File: src/include/sspc_pkg.sv
// Constants and types shared by the sleep, power and start-up controller
package sspc_pkg;
  // Register map (byte addresses on the AXI4-Lite bus)
  localparam logic [3:0] REG_CTRL_ADDR = 4'h0;
  localparam logic [3:0] REG_STAT_ADDR = 4'h4;
  localparam int         ADDR_LSB      = 2;
  // Control register fields
  localparam int         BIT_SWDT      = 0;
  localparam int         BIT_SINK      = 1;
  localparam int         BIT_WAKE_EN   = 2;
  localparam int         BIT_RET       = 4;
  localparam int         BIT_LVL       = 5;
  localparam int         BIT_REGULATOR_SLEEP_LOWPOWER    = 7;
  localparam logic [7:0] CTRL_WR_MASK  = 8'h97;
  localparam logic [7:0] CTRL_RESET    = 8'h00;
  // Status register fields
  localparam int         ST_PRI        = 0;
  localparam int         ST_WDT        = 1;
  localparam int         ST_REC        = 2;
  localparam int         ST_MODE_LO    = 3;
  localparam int         ST_STRAP      = 5;
  // Watchdog mode configuration codes
  localparam logic [1:0] WDT_MODE_OFF  = 2'h0;
  localparam logic [1:0] WDT_MODE_SW   = 2'h1;
  localparam logic [1:0] WDT_MODE_RUN  = 2'h2;
  localparam logic [1:0] WDT_MODE_ON   = 2'h3;
  // AXI responses
  localparam logic [1:0] RESP_OKAY     = 2'h0;
  localparam logic [1:0] RESP_SLVERR   = 2'h2;
  // Timing
  localparam int         CLK_MHZ       = 125;
  localparam int         REC_TIME_US   = 250;
  localparam int         REC_CYCLES    = REC_TIME_US * CLK_MHZ;
  localparam int         REC_W         = 16;
  localparam logic [1:0] SWITCH_GAP    = 2'h2;
  // Number of synchronised pin inputs
  localparam int         NSYNC         = 10;

  typedef enum logic [1:0] {
    REG_NORMAL,
    REG_LOWPOWER,
    REG_ULTRA
  } sspc_reg_mode_t;

  typedef enum logic [2:0] {
    SQ_PWRT,
    SQ_OST,
    SQ_RUN,
    SQ_SLEEP,
    SQ_RECOVER
  } sspc_seq_t;
endpackage : sspc_pkg

File: src/include/sspc_clk_if.sv
// Core clock switch handshake between sequencer and clock gate logic
`timescale 1ns/100ps
interface sspc_clk_if;
  logic req_primary;
  logic gate_internal;
  logic gate_primary;

  modport ctl (output req_primary, input gate_internal, input gate_primary);
  modport sw  (input req_primary, output gate_internal, output gate_primary);
endinterface : sspc_clk_if

File: src/core/sspc_clk_switch.sv
// Break-before-make switch between internal and primary core clocks
`timescale 1ns/100ps
module sspc_clk_switch
  import sspc_pkg::*;
(
  input wire logic clk_sys,
  input wire logic rst,
  sspc_clk_if.sw   sw
);
  logic       gate_int;
  logic       gate_pri;
  logic [1:0] gap;

  // Both gates closed for a settle gap, so no short phase reaches the core
  always_ff @(posedge clk_sys) begin
    if (rst) begin
      gate_int <= 1'b1;
      gate_pri <= 1'b0;
      gap      <= 2'h0;
    end else if (gate_pri != sw.req_primary ||
                 gate_int == sw.req_primary) begin
      if (gate_int || gate_pri) begin
        gate_int <= 1'b0;
        gate_pri <= 1'b0;
        gap      <= SWITCH_GAP;
      end else if (gap != 2'h0) begin
        gap <= gap - 2'h1;
      end else begin
        gate_pri <= sw.req_primary;
        gate_int <= ~sw.req_primary;
      end
    end
  end

  assign sw.gate_internal = gate_int;
  assign sw.gate_primary  = gate_pri;
endmodule : sspc_clk_switch

File: src/core/sspc_ctrl.sv
// Sleep, regulator, watchdog enable and two-speed start-up controller
//
// The implementer's own choices: the register offsets and the AXI4-Lite interface to the registers.
`timescale 1ns/100ps
module sspc_ctrl
  import sspc_pkg::*;
#(
  parameter int REC_CYC = REC_CYCLES
) (
  input  wire logic        clk_sys,
  input  wire logic        rst,
  // AXI4-Lite slave
  input  wire logic        s_axi_awvalid,
  output logic             s_axi_awready,
  input  wire logic [3:0]  s_axi_awaddr,
  input  wire logic        s_axi_wvalid,
  output logic             s_axi_wready,
  input  wire logic [31:0] s_axi_wdata,
  input  wire logic [3:0]  s_axi_wstrb,
  output logic             s_axi_bvalid,
  input  wire logic        s_axi_bready,
  output logic [1:0]       s_axi_bresp,
  input  wire logic        s_axi_arvalid,
  output logic             s_axi_arready,
  input  wire logic [3:0]  s_axi_araddr,
  output logic             s_axi_rvalid,
  input  wire logic        s_axi_rready,
  output logic [31:0]      s_axi_rdata,
  output logic [1:0]       s_axi_rresp,
  // Pins, configuration and partner status
  input  wire logic        regulator_enable_strap,
  input  wire logic        wake_comparator_in,
  input  wire logic        power_up_timer_done,
  input  wire logic        osc_startup_timer_done,
  input  wire logic        cfg_retention_disable_n,
  input  wire logic        two_speed_startup_enable,
  input  wire logic [1:0]  cfg_watchdog_mode,
  input  wire logic        brownout_reset_enable,
  input  wire logic        low_voltage_detect_enable,
  // Core side, same clock
  input  wire logic        sleep_active,
  input  wire logic        wake_event,
  input  wire logic        ref_wake_event,
  input  wire logic        pm_alt_mode,
  input  wire logic        pm_sel_internal,
  input  wire logic        sleep_exec,
  input  wire logic        clrwdt_exec,
  input  wire logic [2:0]  internal_osc_freq_select,
  // Outputs
  output logic             core_clk_internal_gate,
  output logic             core_clk_primary_gate,
  output logic             core_run_enable,
  output logic             primary_osc_enable,
  output logic             regulator_enable,
  output logic [1:0]       regulator_sleep_mode,
  output logic             references_on,
  output logic             watchdog_enable,
  output logic             watchdog_clear,
  output logic             wake_module_on,
  output logic             wake_sink_on
);
  // Pin synchronisers; first stage feeds only the second
  logic [NSYNC-1:0] sync_a;
  logic [NSYNC-1:0] sync_b;
  logic             strap;
  logic             comp;
  logic             pwrt_done;
  logic             ost_done;
  logic             ret_dis_n;
  logic             two_speed;
  logic [1:0]       wdt_mode;
  logic             bor_en;
  logic             lvd_en;

  logic [7:0]       ctrl;
  logic             aw_hold;
  logic             w_hold;
  logic [3:0]       aw_addr;
  logic [7:0]       w_data;
  logic             w_lane0;
  logic             ret_avail;
  logic [7:0]       ctrl_view;
  logic [7:0]       stat_view;

  sspc_seq_t        seq;
  sspc_seq_t        next_seq;
  logic [REC_W-1:0] rec_cnt;
  logic             use_internal;
  logic             ulp_mode;
  logic             refs_keep;
  logic             woke;
  sspc_reg_mode_t   sel_mode;
  logic [2:0]       freq_q;

  sspc_clk_if       clk_link ();

  function automatic logic addr_is(input logic [3:0] a,
                                   input logic [3:0] target);
    addr_is = a[3:ADDR_LSB] == target[3:ADDR_LSB];
  endfunction : addr_is

  function automatic logic addr_mapped(input logic [3:0] a);
    addr_mapped = addr_is(a, REG_CTRL_ADDR) || addr_is(a, REG_STAT_ADDR);
  endfunction : addr_mapped

  // Static fuses are synchronised too; costs two cycles, avoids hazards
  always_ff @(posedge clk_sys) begin
    sync_a <= {lvd_in_pack(low_voltage_detect_enable,
                           brownout_reset_enable),
               cfg_watchdog_mode, two_speed_startup_enable,
               cfg_retention_disable_n, osc_startup_timer_done,
               power_up_timer_done, wake_comparator_in,
               regulator_enable_strap};
    sync_b <= sync_a;
  end

  function automatic logic [1:0] lvd_in_pack(input logic l,
                                             input logic b);
    lvd_in_pack = {l, b};
  endfunction : lvd_in_pack

  assign strap     = sync_b[0];
  assign comp      = sync_b[1];
  assign pwrt_done = sync_b[2];
  assign ost_done  = sync_b[3];
  assign ret_dis_n = sync_b[4];
  assign two_speed = sync_b[5];
  assign wdt_mode  = sync_b[7:6];
  assign bor_en    = sync_b[8];
  assign lvd_en    = sync_b[9];

  // Retention select bit only exists for this strap and fuse setting
  assign ret_avail = strap & ~ret_dis_n;

  // Write address and data accepted in either order
  assign s_axi_awready = ~aw_hold & ~s_axi_bvalid;
  assign s_axi_wready  = ~w_hold & ~s_axi_bvalid;
  assign s_axi_arready = ~s_axi_rvalid;

  always_ff @(posedge clk_sys) begin
    if (rst) begin
      aw_hold <= 1'b0;
      aw_addr <= 4'h0;
    end else if (s_axi_awvalid && s_axi_awready) begin
      aw_hold <= 1'b1;
      aw_addr <= s_axi_awaddr;
    end else if (aw_hold && w_hold) begin
      aw_hold <= 1'b0;
    end
  end

  always_ff @(posedge clk_sys) begin
    if (rst) begin
      w_hold  <= 1'b0;
      w_data  <= 8'h00;
      w_lane0 <= 1'b0;
    end else if (s_axi_wvalid && s_axi_wready) begin
      w_hold  <= 1'b1;
      w_data  <= s_axi_wdata[7:0];
      w_lane0 <= s_axi_wstrb[0];
    end else if (aw_hold && w_hold) begin
      w_hold <= 1'b0;
    end
  end

  always_ff @(posedge clk_sys) begin
    if (rst) begin
      s_axi_bvalid <= 1'b0;
      s_axi_bresp  <= RESP_OKAY;
    end else if (aw_hold && w_hold) begin
      s_axi_bvalid <= 1'b1;
      s_axi_bresp  <= addr_mapped(aw_addr) ? RESP_OKAY : RESP_SLVERR;
    end else if (s_axi_bready) begin
      s_axi_bvalid <= 1'b0;
    end
  end

  // Control register; unimplemented bits never store
  always_ff @(posedge clk_sys) begin
    if (rst) begin
      ctrl <= CTRL_RESET;
    end else begin
      if (aw_hold && w_hold && w_lane0 &&
          addr_is(aw_addr, REG_CTRL_ADDR)) begin
        ctrl <= w_data & CTRL_WR_MASK;
      end
      if (!ret_avail) begin
        ctrl[BIT_RET] <= 1'b0;
      end
    end
  end

  // Comparator level is live, not stored, so reads follow the pin
  always_comb begin
    ctrl_view          = ctrl;
    ctrl_view[BIT_LVL] = comp;
  end

  always_comb begin
    stat_view                      = 8'h00;
    stat_view[ST_PRI]              = core_clk_primary_gate;
    stat_view[ST_WDT]              = watchdog_enable;
    stat_view[ST_REC]              = seq == SQ_RECOVER;
    stat_view[ST_MODE_LO +: 2]     = sel_mode;
    stat_view[ST_STRAP]            = strap;
  end

  always_ff @(posedge clk_sys) begin
    if (rst) begin
      s_axi_rvalid <= 1'b0;
      s_axi_rdata  <= 32'h0;
      s_axi_rresp  <= RESP_OKAY;
    end else if (s_axi_arvalid && s_axi_arready) begin
      s_axi_rvalid <= 1'b1;
      s_axi_rresp  <= addr_mapped(s_axi_araddr) ? RESP_OKAY : RESP_SLVERR;
      if (addr_is(s_axi_araddr, REG_CTRL_ADDR)) begin
        s_axi_rdata <= {24'h0, ctrl_view};
      end else if (addr_is(s_axi_araddr, REG_STAT_ADDR)) begin
        s_axi_rdata <= {24'h0, stat_view};
      end else begin
        s_axi_rdata <= 32'h0;
      end
    end else if (s_axi_rready) begin
      s_axi_rvalid <= 1'b0;
    end
  end

  // Regulator mode to apply in Sleep
  always_comb begin
    if (ctrl[BIT_RET] && ret_avail) begin
      sel_mode = REG_ULTRA;
    end else if (ctrl[BIT_REGULATOR_SLEEP_LOWPOWER]) begin
      sel_mode = REG_LOWPOWER;
    end else begin
      sel_mode = REG_NORMAL;
    end
  end

  assign ulp_mode = sel_mode == REG_ULTRA;
  assign refs_keep = !(seq == SQ_SLEEP && ulp_mode) || bor_en || lvd_en;

  always_ff @(posedge clk_sys) begin
    if (rst) begin
      regulator_enable     <= 1'b0;
      regulator_sleep_mode <= REG_NORMAL;
      references_on        <= 1'b1;
    end else begin
      regulator_enable     <= strap;
      regulator_sleep_mode <= (seq == SQ_SLEEP && strap) ?
                              sel_mode : REG_NORMAL;
      references_on        <= refs_keep;
    end
  end

  // Live decision: the registered reference output lags Sleep entry
  assign woke = wake_event || (ref_wake_event && refs_keep);

  // Wake-up module and sink
  always_ff @(posedge clk_sys) begin
    if (rst) begin
      wake_module_on <= 1'b0;
      wake_sink_on   <= 1'b0;
    end else begin
      wake_module_on <= ctrl[BIT_WAKE_EN];
      wake_sink_on   <= ctrl[BIT_SINK] & ctrl[BIT_WAKE_EN];
    end
  end

  // Watchdog enable and clear
  always_ff @(posedge clk_sys) begin
    if (rst) begin
      watchdog_enable <= 1'b0;
      watchdog_clear  <= 1'b0;
      freq_q          <= 3'h0;
    end else begin
      freq_q <= internal_osc_freq_select;
      unique case (wdt_mode)
        WDT_MODE_ON:  watchdog_enable <= 1'b1;
        WDT_MODE_RUN: watchdog_enable <= seq != SQ_SLEEP;
        WDT_MODE_SW:  watchdog_enable <= ctrl[BIT_SWDT];
        WDT_MODE_OFF: watchdog_enable <= ctrl[BIT_SWDT];
      endcase
      watchdog_clear <= (freq_q != internal_osc_freq_select) ||
                        sleep_exec || clrwdt_exec;
    end
  end

  // Start-up sequencer
  assign use_internal = pm_alt_mode ? pm_sel_internal :
                        two_speed;

  always_comb begin
    next_seq = seq;
    unique case (seq)
      SQ_PWRT:    if (pwrt_done) next_seq = SQ_OST;
      SQ_OST: begin
        if (sleep_active) begin
          next_seq = SQ_SLEEP;
        end else if (ost_done) begin
          next_seq = SQ_RUN;
        end
      end
      SQ_RUN:     if (sleep_active) next_seq = SQ_SLEEP;
      SQ_SLEEP: begin
        if (woke) begin
          next_seq = ulp_mode ? SQ_RECOVER : SQ_OST;
        end
      end
      SQ_RECOVER: if (rec_cnt == '0) next_seq = SQ_OST;
    endcase
  end

  always_ff @(posedge clk_sys) begin
    if (rst) begin
      seq <= SQ_PWRT;
    end else begin
      seq <= next_seq;
    end
  end

  // Regulator recovery delay after ultra low-power Sleep
  always_ff @(posedge clk_sys) begin
    if (rst) begin
      rec_cnt <= '0;
    end else if (seq == SQ_SLEEP) begin
      rec_cnt <= REC_W'(REC_CYC - 1);
    end else if (seq == SQ_RECOVER && rec_cnt != '0) begin
      rec_cnt <= rec_cnt - 1'b1;
    end
  end

  // Primary request only in run mode; internal clock covers OSC_STARTUP_TIMER
  assign clk_link.req_primary = seq == SQ_RUN;

  sspc_clk_switch u_switch (
    .clk_sys (clk_sys),
    .rst     (rst),
    .sw      (clk_link.sw)
  );

  assign core_clk_internal_gate = clk_link.gate_internal;
  assign core_clk_primary_gate  = clk_link.gate_primary;

  always_ff @(posedge clk_sys) begin
    if (rst) begin
      core_run_enable    <= 1'b0;
      primary_osc_enable <= 1'b0;
    end else begin
      primary_osc_enable <= next_seq != SQ_SLEEP &&
                            next_seq != SQ_RECOVER;
      core_run_enable    <= (seq == SQ_RUN && clk_link.gate_primary) ||
                            (seq == SQ_OST && use_internal &&
                             clk_link.gate_internal);
    end
  end
endmodule : sspc_ctrl

File: config.mk
export PLATFORM = sky130hd
export DESIGN_NAME = sspc_ctrl
export DESIGN_NICKNAME = d
export VERILOG_FILES = /design/src/include/sspc_pkg.sv /design/src/include/sspc_clk_if.sv /design/src/core/sspc_clk_switch.sv /design/src/core/sspc_ctrl.sv
export SDC_FILE = /design/constraint.sdc
export NUM_CORES = 1
export LEC_CHECK = 0
export BUFFER_PORTS_ARGS = -buffer_cell sky130_fd_sc_hd__clkbuf_2
export CAP_MARGIN = 0
export CORE_UTILIZATION = 53
export CTS_CLUSTER_SIZE = 12
export DETAILED_ROUTE_END_ITERATION = 16
export PLACE_DENSITY = 0.94
export SKIP_LAST_GASP = 1
export SLEW_MARGIN = 0
export SYNTH_ARGS = -nofsm -noshare
export SYNTH_HDL_FRONTEND = slang
export SYNTH_SLANG_ARGS = --single-unit
File: constraint.sdc
create_clock -name clk_sys -period 5.85 [get_ports clk_sys]
set_input_delay 0.8775 -clock clk_sys [delete_from_list [all_inputs] [get_ports clk_sys]]
set_output_delay 0.8775 -clock clk_sys [all_outputs]
set_load 0.02 [all_outputs]
## Word level (Yosys, flattened, before mapping)

Index checks and enable logic that the tools add are counted.

- Register bits: 114
- Bits of input ports: 71
- Output and inout bits: 53
- Word-level logic and storage cells: 137

- Add/sub/neg operators: 2
- Equal/unequal tests: 17
- Muxes and demuxes: 31
- Bitwise logic cells: 12
- Reductions and logical operators: 45

Operators by type and width:

| cell | count |
|---|---|
| $mux W15 | 2 |
| $mux W3 | 7 |
| $logic_not A16 Y1 | 1 |
| $reduce_bool A16 Y1 | 1 |
| $sub A16 B1 Y16 const B | 1 |
| $logic_and A1 B1 Y1 | 15 |
| $pmux W3 S5 | 1 |
| $reduce_bool A2 Y1 | 7 |
| $mux W1 | 13 |
| $logic_or A1 B1 Y1 | 10 |
| $mux W2 | 5 |
| $mux W8 | 1 |
| $not A1 Y1 | 8 |
| $reduce_or A2 Y1 | 4 |
| $eq A2 B1 Y1 const B | 3 |
| $eq A2 B2 Y1 const B | 3 |
| $eq A3 B2 Y1 const B | 2 |
| $logic_not A2 Y1 | 3 |
| $mux W6 | 1 |
| $ne A3 B2 Y1 const B | 2 |
| $and A1 B1 Y1 | 4 |
| $reduce_and A2 Y1 | 2 |
| $eq A3 B1 Y1 const B | 1 |
| $eq A3 B3 Y1 const B | 1 |
| other kinds (9) | 9 |

## Logic depth before layout (Yosys ltp)

Gate-level depths: netlist of the first run.

- Depth after elaboration: 15
- Gate-level depth with buffers: 8
- Gate-level depth less buffers: 7

## Hierarchy

A second synthesis of the first run with hierarchy kept.

- Cell total of the unflattened synthesis: 365
- Area total of the unflattened synthesis: 3425.8 sq um

By module, submodules not included:

| module | instances | cells an instance | area an instance (sq um) | sequential area each (sq um) |
|---|---|---|---|---|
| sspc_ctrl | 1 | 344 | 3236.9 | 1561.5 |
| sspc_clk_switch | 1 | 21 | 188.9 | 80.1 |

## Worst setup path before layout of the first run

No wires, ideal clock.

- Path kind: reg-to-reg
- Start: register seq[1]
- End: register u_switch.gap[0]
- Setup time: 0.128 ns
- Arrival: 1.934 ns
- Required time: 5.722 ns
- Path slack: 3.788 ns
- Cell stages (with the launch flop): 9
- Buffers on the path: 1
- Period minus slack after synthesis: 2.062 ns
- Cell sequence: dfxtp_1 -> clkbuf_1 -> or3b_2 -> inv_1 -> ha_1 -> o211a_1 -> a21oi_1 -> a2bb2oi_1 -> nor2_1

- Longest elaborated chain between the ends: 4
- Elaborated cells on any way between the ends: 5
- Those cells by class: 3 x eq/ne; 2 x reduce/logical

Ends and longest elaborated chain:

| what | line | source |
|---|---|---|
| start, declared | sspc_ctrl.sv:85 | `sspc_seq_t seq;` |
| start signal, assigned | sspc_ctrl.sv:317 | `seq <= next_seq;` |
| $eq A3 B2 Y1 (*) | sspc_ctrl.sv:333 | `assign clk_link.req_primary = seq == SQ_RUN;` |
| $ne A1 B1 Y1 or $eq A1 B1 Y1 (tied branches) | sspc_clk_switch.sv:20, sspc_clk_switch.sv:21 |  |
| $logic_or A1 B1 Y1 (*) | sspc_clk_switch.sv:20 | `end else if (gate_pri != sw.req_primary \|\|` |
| $reduce_and A2 Y1 (no source line) (*) | - |  |
| end signal, assigned | sspc_clk_switch.sv:27 | `gap <= gap - 2'h1;` |
| end, declared | sspc_clk_switch.sv:12 | `logic [1:0] gap;` |

Mark *: on every way between the ends. The rest lies on a longest branch, timed or not.
A chain may end at the register's enable or synchronous reset.

## Worst setup path in the final report of the first run

- Start: register seq[1]
- End: register u_switch.gap[1]

The elaborated chain is that of the path after synthesis.

==> flow_metrics.py, run 1 <==
metrics = {
    "placement": {
        "dp_hpwl_mm": 4.71,
        "gp_congestion": 0.888,
        "io_buffers": 62,
    },
    "global_route": {
        "gr-total-overflow": 0,
        "grt.busiest_layer": "met2",
        "grt_usage": 0.216,
        "grtUsageMet2": 0.365,
        "grt_antenna_before_repair": 0,
        "grt.met3_usage": 0.0756,
        "grt_pass1_wl_mm": 10.8,
        "grt_max_degree": 50,
        "grt_pass1_vias": 2398,
        "use_met1": 0.252,
    },
    "routing": {
        "drc": 0,
        "routed_via_density": 5.41,
        "routed_wirelength_mm": 6.75,
        "wl_per_cell_um": 13.7,
        "via_count": 2673,
        "ant_nets": 0,
        "dr.first_iter.drc_count": 180,
        "drt_first_pass_iters": 5,
    },
    "timing": {
        "finalWorstPathRequiredPeriod_ns": 2.34,
        "grt_setup_unrepaired": "false",
        "finalCritPeriodShare": 0.401,
        "tightest_slew_ns": 0.969,
        "skew_ns": 0.00972,
        "finalHoldViolations": 0,
        "timing.slew.headroom": 0.354,
        "max_freq_mhz": 427,
        "drv_slew": 0,
        "finalSetupTns_ns": 0,
        "setup-violations-final": 0,
    },
    "clocking": {
        "hold_buffers": 0,
        "cts_buffers": 9,
        "root_buffer": "clkbuf_8",
        "post_cts_resize_count": 0,
        "post_cts_buffers": 0,
        "clockBufferDepth": 2,
        "htreeDepth": 3,
        "tritoncts": "built",
        "insertion_delay_ns": 0.35,
        "clk_pin_slew_ns": 0.08,
        "numClockSinks": 82,
    },
    "die": {
        "start_util": 0.557,
        "io_pins": 124,
        "die_y_um": 81.6,
        "placeableCoreArea_mm2": 0.00603,
        "die_w_um": 81.6,
        "row_count": 28,
        "die_area_mm2": 0.00666,
    },
    "synthesis": {
        "syn_inst": 353,
        "synthArstFlopShare": 0,
        "synth.cell_area_mm2": 0.00336,
        "ys_seq_area_frac": 0.489,
        "synth_area_per_cell_um2": 9.51,
        "synth_cell_types": 55,
        "synth_edf_count": 0,
        "synth-seq-cells": 82,
        "synth_ff_type": "dfxtp_1",
        "yosys_warnings": 0,
    },
    "critical_path": {
        "cp-end-kind": "flop",
        "cp_max_fo": 11,
        "criticalPathCategory": "flop to flop",
        "crit_arrival_ns": 2.53,
        "critPathRequiredTime_ns": 6.04,
        "ff2ff_path_depth": 7,
        "startpoint_type": "flop",
    },
    "final_layout": {
        "syn2layout_area_growth_pct": 14.4,
        "antenna_cells": 0,
        "drive_gt1_frac": 0.239,
        "n_fill_cell": 493,
        "num-nets-final": 488,
        "utilization": 0.638,
    },
    "power_and_ir_drop": {
        "pwr-share-comb": 0.129,
        "p_leak_nw": 1.65,
        "power_switching_mw": 0.326,
        "swShare": 0.269,
        "pwr-share-seq": 0.497,
        "powerDensity_mw_per_mm2": 316,
        "clkPwrFrac": 0.374,
        "cellInternalPower_mw": 0.889,
        "peakVddDrop_v": 0.000171,
    },
    "job": {
        "maxCapViolations": 0,
    },
    "worst_hold_path": {
        "hold_depth": 0,
        "hold_path.class": "flop to flop",
    },
    "run_status": {
        "status": "complete, no violations",
    },
}
flip-flops by register name, summed over array words and instances (netlist names), 2 cells and up:
name and cells:
seq 3, freq_q 3, sync_b 10, u_switch.gap 2, regulator_sleep_mode 2, aw_addr 2
w_data 5, rec_cnt 16, sync_a 10, s_axi_rdata 7, ctrl 5
synthesized netlist by cell type (2+ instances only):
master / instances / share of area
nor4_2: 2 / 0.0075
a32oi_1: 3 / 0.0078
nor3b_1: 2 / 0.0045
nor3_1: 9 / 0.013
nand2_1: 18 / 0.020
buf_1: 3 / 0.0034
a21oi_1: 26 / 0.039
nor2_1: 42 / 0.047
ha_1: 3 / 0.011
a22oi_1: 4 / 0.0089
and2_1: 2 / 0.0037
xor2_1: 10 / 0.026
a211oi_1: 3 / 0.0067
o21ai_0: 5 / 0.0075
nand3b_1: 5 / 0.011
inv_1: 13 / 0.015
clkbuf_1: 8 / 0.0089
buf_4: 27 / 0.060
or3_1: 3 / 0.0056
or2_2: 2 / 0.0037
nor4_4: 2 / 0.013
a311oi_1: 2 / 0.0052
nor2b_1: 8 / 0.015
nor4_1: 2 / 0.0037
o21ai_2: 2 / 0.0052
xnor2_1: 7 / 0.018
mux2i_1: 9 / 0.027
dfxtp_1: 82 / 0.49
or2_4: 2 / 0.0052
nand4_1: 2 / 0.0037
nand3_1: 9 / 0.013
mux2_2: 6 / 0.020
o21ai_1: 2 / 0.0030
nand2b_1: 7 / 0.013
power groups by stage:
stage	Clock [mW]	Sequential (mW)	Combinational, mW
2_1_floorplan	0	0.615	0.129
3_3_place_gp	0	0.615	0.148
3_5_place_dp	0	0.616	0.155
4_1_cts	0.461	0.603	0.156
5_1_grt	0.489	0.607	0.173
6_report	0.454	0.604	0.157
layer usage:
metal,share of wire,wire length [um]
met1,0.42,2820
met5,0,0
met2,0.50,3360
met3,0.071,477
met4,0.014,92
cells by family (layout without fill, tap and decap cells):
group	count (synthesis)	in the layout	synth area share
simple gates	126	126	0.208
flops	82	82	0.489
compound gates	58	58	0.112
buf+inv	51	91	0.0872
xor+xnor	17	17	0.0443
mux	15	15	0.0469
fa+ha+maj	3	3	0.0112
other cells	1	27	0.00112
stage by stage:
step | power, mW | hold WS, ns | setup WS, ns | std cells | area (um^2)
detailed placement | 0.771 | 0.312 | 3.44 | 478 | 3620
finish | 1.22 | 0.331 | 3.51 | 494 | 3840
global placement | 0.762 | 0.310 | 3.46 | 478 | 3620
global route | 1.27 | 0.341 | 3.38 | 494 | 3840
CTS | 1.22 | 0.332 | 3.54 | 494 | 3840
floorplan | 0.744 | 0.310 | 3.79 | 379 | 3460
layout by cell type, fill, tap and decap left out, drive strengths merged, types with 7 or more instances in the layout:
| master | instances |
|---|---|
| a21oi | 26 |
| clkbuf | 71 |
| conb | 27 |
| dfxtp | 82 |
| inv | 14 |
| mux2i | 9 |
| nand2 | 18 |
| nand2b | 7 |
| nand3 | 10 |
| nor2 | 42 |
| nor2b | 8 |
| nor3 | 9 |
| o21ai | 9 |
| xnor2 | 7 |
| xor2 | 10 |
worst max-delay path, cell delays in order, from the launching register on:
cell and delay, ns:
dfxtp_1 0.51, or3b_2 0.53, inv_1 0.15, ha_1 0.32, o21ai_0 0.31, nand2_1 0.13, a21oi_1 0.17, a311oi_1 0.07
path summary, 6_finish.rpt:
check / startpoint / endpoint / slack, ns
worst max-delay path: seq[1]$_SDFF_PP0_ / u_switch.gap[1]$_SDFFE_PP0P_ / 3.51
worst min-delay path: sync_a[3]$_DFF_P_ / sync_b[3]$_DFF_P_ / 0.33
worst max register to register: seq[1]$_SDFF_PP0_ / u_switch.gap[1]$_SDFFE_PP0P_ / 3.51
worst min register to register: sync_a[3]$_DFF_P_ / sync_b[3]$_DFF_P_ / 0.33
layout make-up:
cell class	instances	area, um^2	area share
Timing Repair Buffer	62	310	0.0808
Inverter	13	48.8	0.0127
Clock buffer	9	124	0.0322
Tap cell	75	93.8	0.0244
Multi-Input combinational cell	246	1520	0.396
Sequential cell	82	1640	0.427
Clock inverter	7	103	0.0267
No activity file was read; power rests on OpenSTA's default activity.
==> run 2, diff against run 1 <==
CORE_UTILIZATION = 49   (was 53)
PLACE_DENSITY = 0.88   (was 0.94)
clock period = 2.3 ns   (was 5.85 ns; I/O delays follow)
==> flow_metrics.py, run 2 (synthesis gave the netlist of run 1 again) <==
metrics = {
    "run_status": {
        "status": "finished, violations left",
        "violations": "DRC",
    },
    "final_layout": {
        "register_area_mm2": 0.00164,
        "mostFrequentLayoutCells": "82 x dfxtp_1, 62 x clkbuf_2, 42 x nor2_1, 27 x conb_1, 26 x a21oi_1",
        "n_fill_cell": 554,
        "antenna_cells": 0,
        "layout_commonest_cell": "dfxtp_1",
        "drive_gt1_frac": 0.248,
        "largest_reg_flops": 16,
        "multiInputGateArea_mm2": 0.00152,
        "reg_top3": "rec_cnt: 16 flops, sync_a: 10 flops, sync_b: 10 flops",
        "regMostFlops": "rec_cnt",
        "utilization": 0.592,
        "num-nets-final": 493,
        "fin_cells": 501,
        "syn2layout_area_growth_pct": 14.5,
    },
    "placement": {
        "dp_hpwl_mm": 4.75,
        "place_inst": 485,
        "io_buffers": 62,
        "gp_congestion": 0.839,
    },
    "timing": {
        "max_freq_mhz": 467,
        "setup-violations-final": 0,
        "finalWorstPathRequiredPeriod_ns": 2.14,
        "grt_setup_unrepaired": "false",
        "drv_slew": 0,
        "skew_ns": 0.00983,
        "finalSetupTns_ns": 0,
        "holdWs_ns": 0.0868,
        "timing.slew.headroom": 0.641,
        "finalCritPeriodShare": 0.931,
        "tightest_slew_ns": 0.534,
        "finalHoldViolations": 0,
    },
    "critical_path": {
        "crit_chain": "or3b_2, inv_1, ha_1, o21ai_0, nand2_1, a311oi_1",
        "max_stage_delay_ns": 0.51,
        "critPathRequiredTime_ns": 2.56,
        "cp_max_fo": 8,
        "cp-end-kind": "flop",
        "criticalPathCategory": "flop to flop",
        "path_buf_inv": 1,
        "crit_arrival_ns": 2.40,
        "startpoint_type": "flop",
        "cp_slowest_cell": "or3b_2",
        "path_delay_family": "simple AND/OR/NAND/NOR gates",
    },
    "clocking": {
        "clk_pin_slew_ns": 0.08,
        "post_cts_buffers": 0,
        "post_cts_resize_count": 0,
        "htreeDepth": 3,
        "cts_buffers": 9,
        "clockBufferDepth": 2,
        "tritoncts": "built",
        "insertion_delay_ns": 0.35,
        "hold_buffers": 0,
        "numClockSinks": 82,
        "root_buffer": "clkbuf_8",
    },
    "global_route": {
        "gr-total-overflow": 0,
        "grt_usage": 0.192,
        "grt_pass1_wl_mm": 10.9,
        "grt_max_degree": 30,
        "grt_pass1_vias": 2428,
        "grt_antenna_before_repair": 0,
    },
    "power_and_ir_drop": {
        "pwr-share-seq": 0.530,
        "swShare": 0.288,
        "cellInternalPower_mw": 2.05,
        "powerDensity_mw_per_mm2": 748,
        "clkPwrFrac": 0.324,
        "peakVddDrop_v": 0.000508,
        "p_leak_nw": 1.64,
        "pwr-share-comb": 0.146,
        "power_switching_mw": 0.828,
    },
    "die": {
        "die_y_um": 84.8,
        "die_w_um": 84.8,
        "start_util": 0.517,
        "io_pins": 124,
        "row_count": 29,
        "placeableCoreArea_mm2": 0.00649,
        "die_area_mm2": 0.00719,
    },
    "routing": {
        "dr.first_iter.drc_count": 142,
        "routed_wirelength_mm": 6.48,
        "wl_per_cell_um": 12.9,
        "ant_nets": 0,
        "via_count": 2585,
        "drt_first_pass_iters": 10,
        "routed_via_density": 5.16,
        "drc": 5,
    },
    "job": {
        "maxCapViolations": 0,
    },
    "worst_hold_path": {
        "hold_path.class": "input port to flop",
    },
}
## run 2: cell count changes in the layout (fill, tap and decap cells not counted)
cell	delta
inv_8	-1
buf_12	+1
clkinv_4	-2
bufinv_16	-2
inv_6	+2
clkinvlp_4	+3
buf_4	+4
## run 2: final cells by class
class                           count  share of cell area
Clock buffer                        9              0.0322
Sequential cell                    82               0.427
Multi-Input combinational cell    246               0.396
Tap cell                           77              0.0250
Timing Repair Buffer               67              0.0937
Inverter                           13              0.0127
Clock inverter                      7              0.0140
## run 2: through the flow
stage                     power [mW]  setup slack, ns  cell area [um^2]
after floorplan                 1.89            0.238              3460
after detailed placement        1.97            0.197              3670
after CTS                       2.89            0.197              3850
after global placement          1.96            0.320              3670
after global routing            3.03           0.0339              3850
final                           2.88            0.158              3850
## run 2: power by group through the flow
stage          combinational [mW]  sequential, mW  clock (mW)
4_1_cts                     0.418            1.52       0.951
3_5_place_dp                0.417            1.56           0
6_report                    0.420            1.52       0.933
3_3_place_gp                0.402            1.55           0
5_1_grt                     0.461            1.53        1.03
2_1_floorplan               0.327            1.56           0
## run 2: metal layers
layer  global-route usage  vias up  routed length (um)
met3               0.0541        9                 310
met4               0.0693        0                  96
met2                0.327       68                3240
met1                0.233     1213                2830
li1                     -     1295                   -
met5                    0        -                   0
## run 2: final timing paths
path,to,start,cells past startpoint,slack [ns]
worst max-delay path,u_switch.gap[1]$_SDFFE_PP0P_,seq[2]$_SDFF_PP0_,6,0.16
worst min-delay path,sync_a[1]$_DFF_P_,wake_comparator_in,1,0.09
worst max register to register,u_switch.gap[1]$_SDFFE_PP0P_,seq[2]$_SDFF_PP0_,6,0.16
worst min register to register,sync_b[3]$_DFF_P_,sync_a[3]$_DFF_P_,0,0.33
==> run 3, diff against run 2 <==
--- a/config.mk
+++ b/config.mk
@@ -10,3 +10,3 @@
 export CORE_UTILIZATION = 49
-export CTS_CLUSTER_SIZE = 12
+export CTS_CLUSTER_SIZE = 10
 export DETAILED_ROUTE_END_ITERATION = 16
@@ -17,2 +17,3 @@
 export SYNTH_HDL_FRONTEND = slang
+export SYNTH_HIERARCHICAL = 1
 export SYNTH_SLANG_ARGS = --single-unit
==> constraint.sdc (replaced) <==
create_clock -name clk_sys -period 2.3 [get_ports clk_sys]
set_input_delay 0.23 -clock clk_sys [delete_from_list [all_inputs] [get_ports clk_sys]]
set_output_delay 0.23 -clock clk_sys [all_outputs]
set_load 0.02 [all_outputs]
==> flow_metrics.py, run 3 <==
metrics = {
    "timing": {
        "grt_setup_unrepaired": "false",
        "timing.slew.headroom": 0.642,
        "skew_ns": 0.0107,
        "finalCritPeriodShare": 0.943,
        "drv_slew": 0,
        "tightest_slew_ns": 0.538,
        "finalHoldViolations": 0,
        "max_freq_mhz": 461,
        "setup-violations-final": 0,
        "finalSetupTns_ns": 0,
        "finalWorstPathRequiredPeriod_ns": 2.17,
        "holdWs_ns": 0.0960,
    },
    "die": {
        "start_util": 0.507,
        "die_w_um": 85.6,
        "placeableCoreArea_mm2": 0.00676,
        "die_area_mm2": 0.00733,
        "die_y_um": 85.6,
        "row_count": 30,
        "io_pins": 124,
    },
    "clocking": {
        "numClockSinks": 82,
        "tritoncts": "built",
        "root_buffer": "clkbuf_8",
        "clockBufferDepth": 2,
        "htreeDepth": 3,
        "clk_pin_slew_ns": 0.10,
        "insertion_delay_ns": 0.36,
        "cts_buffers": 9,
    },
    "critical_path": {
        "crit_arrival_ns": 2.41,
        "ff2ff_path_depth": 4,
        "r2r_start": "rec_cnt[5]$_SDFFE_PP0P_",
        "startpoint_type": "flop",
        "criticalPathCategory": "flop to flop",
        "rrSetupSlack_ns": 0.13,
        "cp_max_fo": 5,
        "reg2reg_to": "rec_cnt[13]$_SDFFE_PP0P_",
        "critPathRequiredTime_ns": 2.54,
        "cp-end-kind": "flop",
    },
    "synthesis": {
        "synth-seq-cells": 82,
        "synth_area_per_cell_um2": 9.39,
        "syn_inst": 365,
        "synthArstFlopShare": 0,
        "synth_ff_type": "dfxtp_1",
        "yosys_warnings": 6,
        "yosys-top-cells-area": "dfxtp_1 48%, buf_4 5.9%, mux2i_1 5.3%",
        "synth.largest_area_cell": "dfxtp_1",
        "yosysMostFrequentCell": "dfxtp_1",
        "synth_top_area_share": 0.479,
        "synth_cell_types": 55,
        "synth.cell_area_mm2": 0.00343,
        "synth_edf_count": 0,
        "ys_seq_area_frac": 0.479,
        "synth_common_cells": "82 x dfxtp_1, 37 x nor2_1, 27 x buf_4",
    },
    "global_route": {
        "grt_max_degree": 31,
        "grt_pass1_wl_mm": 11.6,
        "grt_usage": 0.201,
        "gr-total-overflow": 0,
        "grt_antenna_before_repair": 0,
        "grt_pass1_vias": 2633,
    },
    "routing": {
        "wl_met2_mm": 3.61,
        "ant_nets": 0,
        "drt_first_pass_iters": 4,
        "drc": 0,
        "wl_met1_mm": 3.04,
        "routed_wirelength_mm": 7.08,
        "wl_per_cell_um": 13.5,
        "via_count": 2861,
        "dr.first_iter.drc_count": 157,
        "routed.top_layer": "met4",
        "wl_met3_um": 297,
        "routed_via_density": 5.46,
    },
    "final_layout": {
        "layout_commonest_cell": "dfxtp_1",
        "antenna_cells": 0,
        "drive_gt1_frac": 0.227,
        "reg_top3": "rec_cnt: 16 flops, sync_a: 10 flops, sync_b: 10 flops",
        "num-nets-final": 512,
        "largest_reg_flops": 16,
        "n_fill_cell": 546,
        "mostFrequentLayoutCells": "82 x dfxtp_1, 62 x clkbuf_2, 37 x nor2_1, 27 x conb_1, 19 x a21oi_1",
        "fin_cells": 524,
        "syn2layout_area_growth_pct": 18.7,
        "regMostFlops": "rec_cnt",
    },
    "power_and_ir_drop": {
        "p_leak_nw": 1.73,
        "powerDensity_mw_per_mm2": 804,
        "peakVddDrop_v": 0.000675,
    },
    "worst_hold_path": {
        "hold_path.class": "input port to flop",
        "min_from": "s_axi_awaddr[3]",
        "holdPathEnd": "aw_addr[3]$_SDFFE_PP0P_",
        "hold_depth": 3,
    },
    "placement": {
        "gp_congestion": 0.836,
        "place_inst": 498,
        "io_buffers": 62,
        "dp_hpwl_mm": 4.84,
    },
    "job": {
        "maxCapViolations": 0,
    },
    "run_status": {
        "status": "complete, no violations",
    },
}
run 3: how the worst max path moves through the flow:
stage	cells after the start	startpoint	endpoint	slack [ns]
floorplan	5	rec_cnt[5]$_SDFFE_PP0P_	rec_cnt[13]$_SDFFE_PP0P_	0.17
global placement	4	rec_cnt[5]$_SDFFE_PP0P_	rec_cnt[13]$_SDFFE_PP0P_	0.20
detailed placement	4	rec_cnt[5]$_SDFFE_PP0P_	rec_cnt[13]$_SDFFE_PP0P_	0.15
CTS	4	rec_cnt[5]$_SDFFE_PP0P_	rec_cnt[13]$_SDFFE_PP0P_	0.14
global route	5	seq[2]$_SDFF_PP0_	rec_cnt[8]$_SDFFE_PP0P_	0.08
finish	4	rec_cnt[5]$_SDFFE_PP0P_	rec_cnt[13]$_SDFFE_PP0P_	0.13
run 3: kinds of logic (layout without fill, tap and decap cells):
kind of cell	count (synthesis)	after routing	synth area share
fa+ha+maj	2	2	0.00730
simple gates	136	136	0.222
compound gates	63	63	0.124
buf+inv	55	108	0.0902
other cells	1	27	0.00109
flops	82	82	0.479
xor+xnor	4	4	0.0102
mux	22	22	0.0657
run 3: area by class of cell:
cell class / instances / area (um^2) / area share
Multi-Input combinational cell: 254 / 1570 / 0.387
Clock buffer: 9 / 124 / 0.0305
Tap cell: 80 / 100 / 0.0246
Clock inverter: 7 / 105 / 0.0258
Inverter: 10 / 37.5 / 0.00923
Timing Repair Buffer: 82 / 485 / 0.119
Sequential cell: 82 / 1640 / 0.404
run 3: power breakdown:
part           internal (mW)  switching (mW)  leakage [nW]  total [mW]
sequential              1.49          0.0498         0.674        1.54
combinational          0.214           0.323         0.942       0.537
clock                  0.630           0.562         0.113        1.19
total                   2.34           0.935          1.73        3.27
run 3: what timing repair did:
action                     4_1_cts  5_1_grt
setup endpoints to repair        0        0
hold endpoints to repair        10        0
hold buffers                    10        0
resized for setup                0        0
setup buffers                    0        0
run 3: per-stage QoR:
step / utilization / setup slack, ns / power (mW) / instance area (um^2)
3_5_place_dp: 0.553 / 0.152 / 2.09 / 3740
6_report: 0.602 / 0.131 / 3.27 / 4070
4_1_cts: 0.602 / 0.139 / 3.28 / 4070
5_1_grt: 0.602 / 0.0839 / 3.40 / 4070
3_3_place_gp: 0.553 / 0.204 / 2.07 / 3740
2_1_floorplan: - / 0.168 / 1.97 / 3520
run 3: metal layers:
layer,vias up,global-route usage
li1,1405,-
met1,1357,0.236
met2,84,0.346
met3,15,0.0510
met4,0,0.0924
met5,-,0
run 3: critical path, stage by stage (launching register included):
cell     delay (ns)
dfxtp_1        0.35
or4_1          0.58
or4_4          0.47
or4_1          0.52
o311a_1        0.13
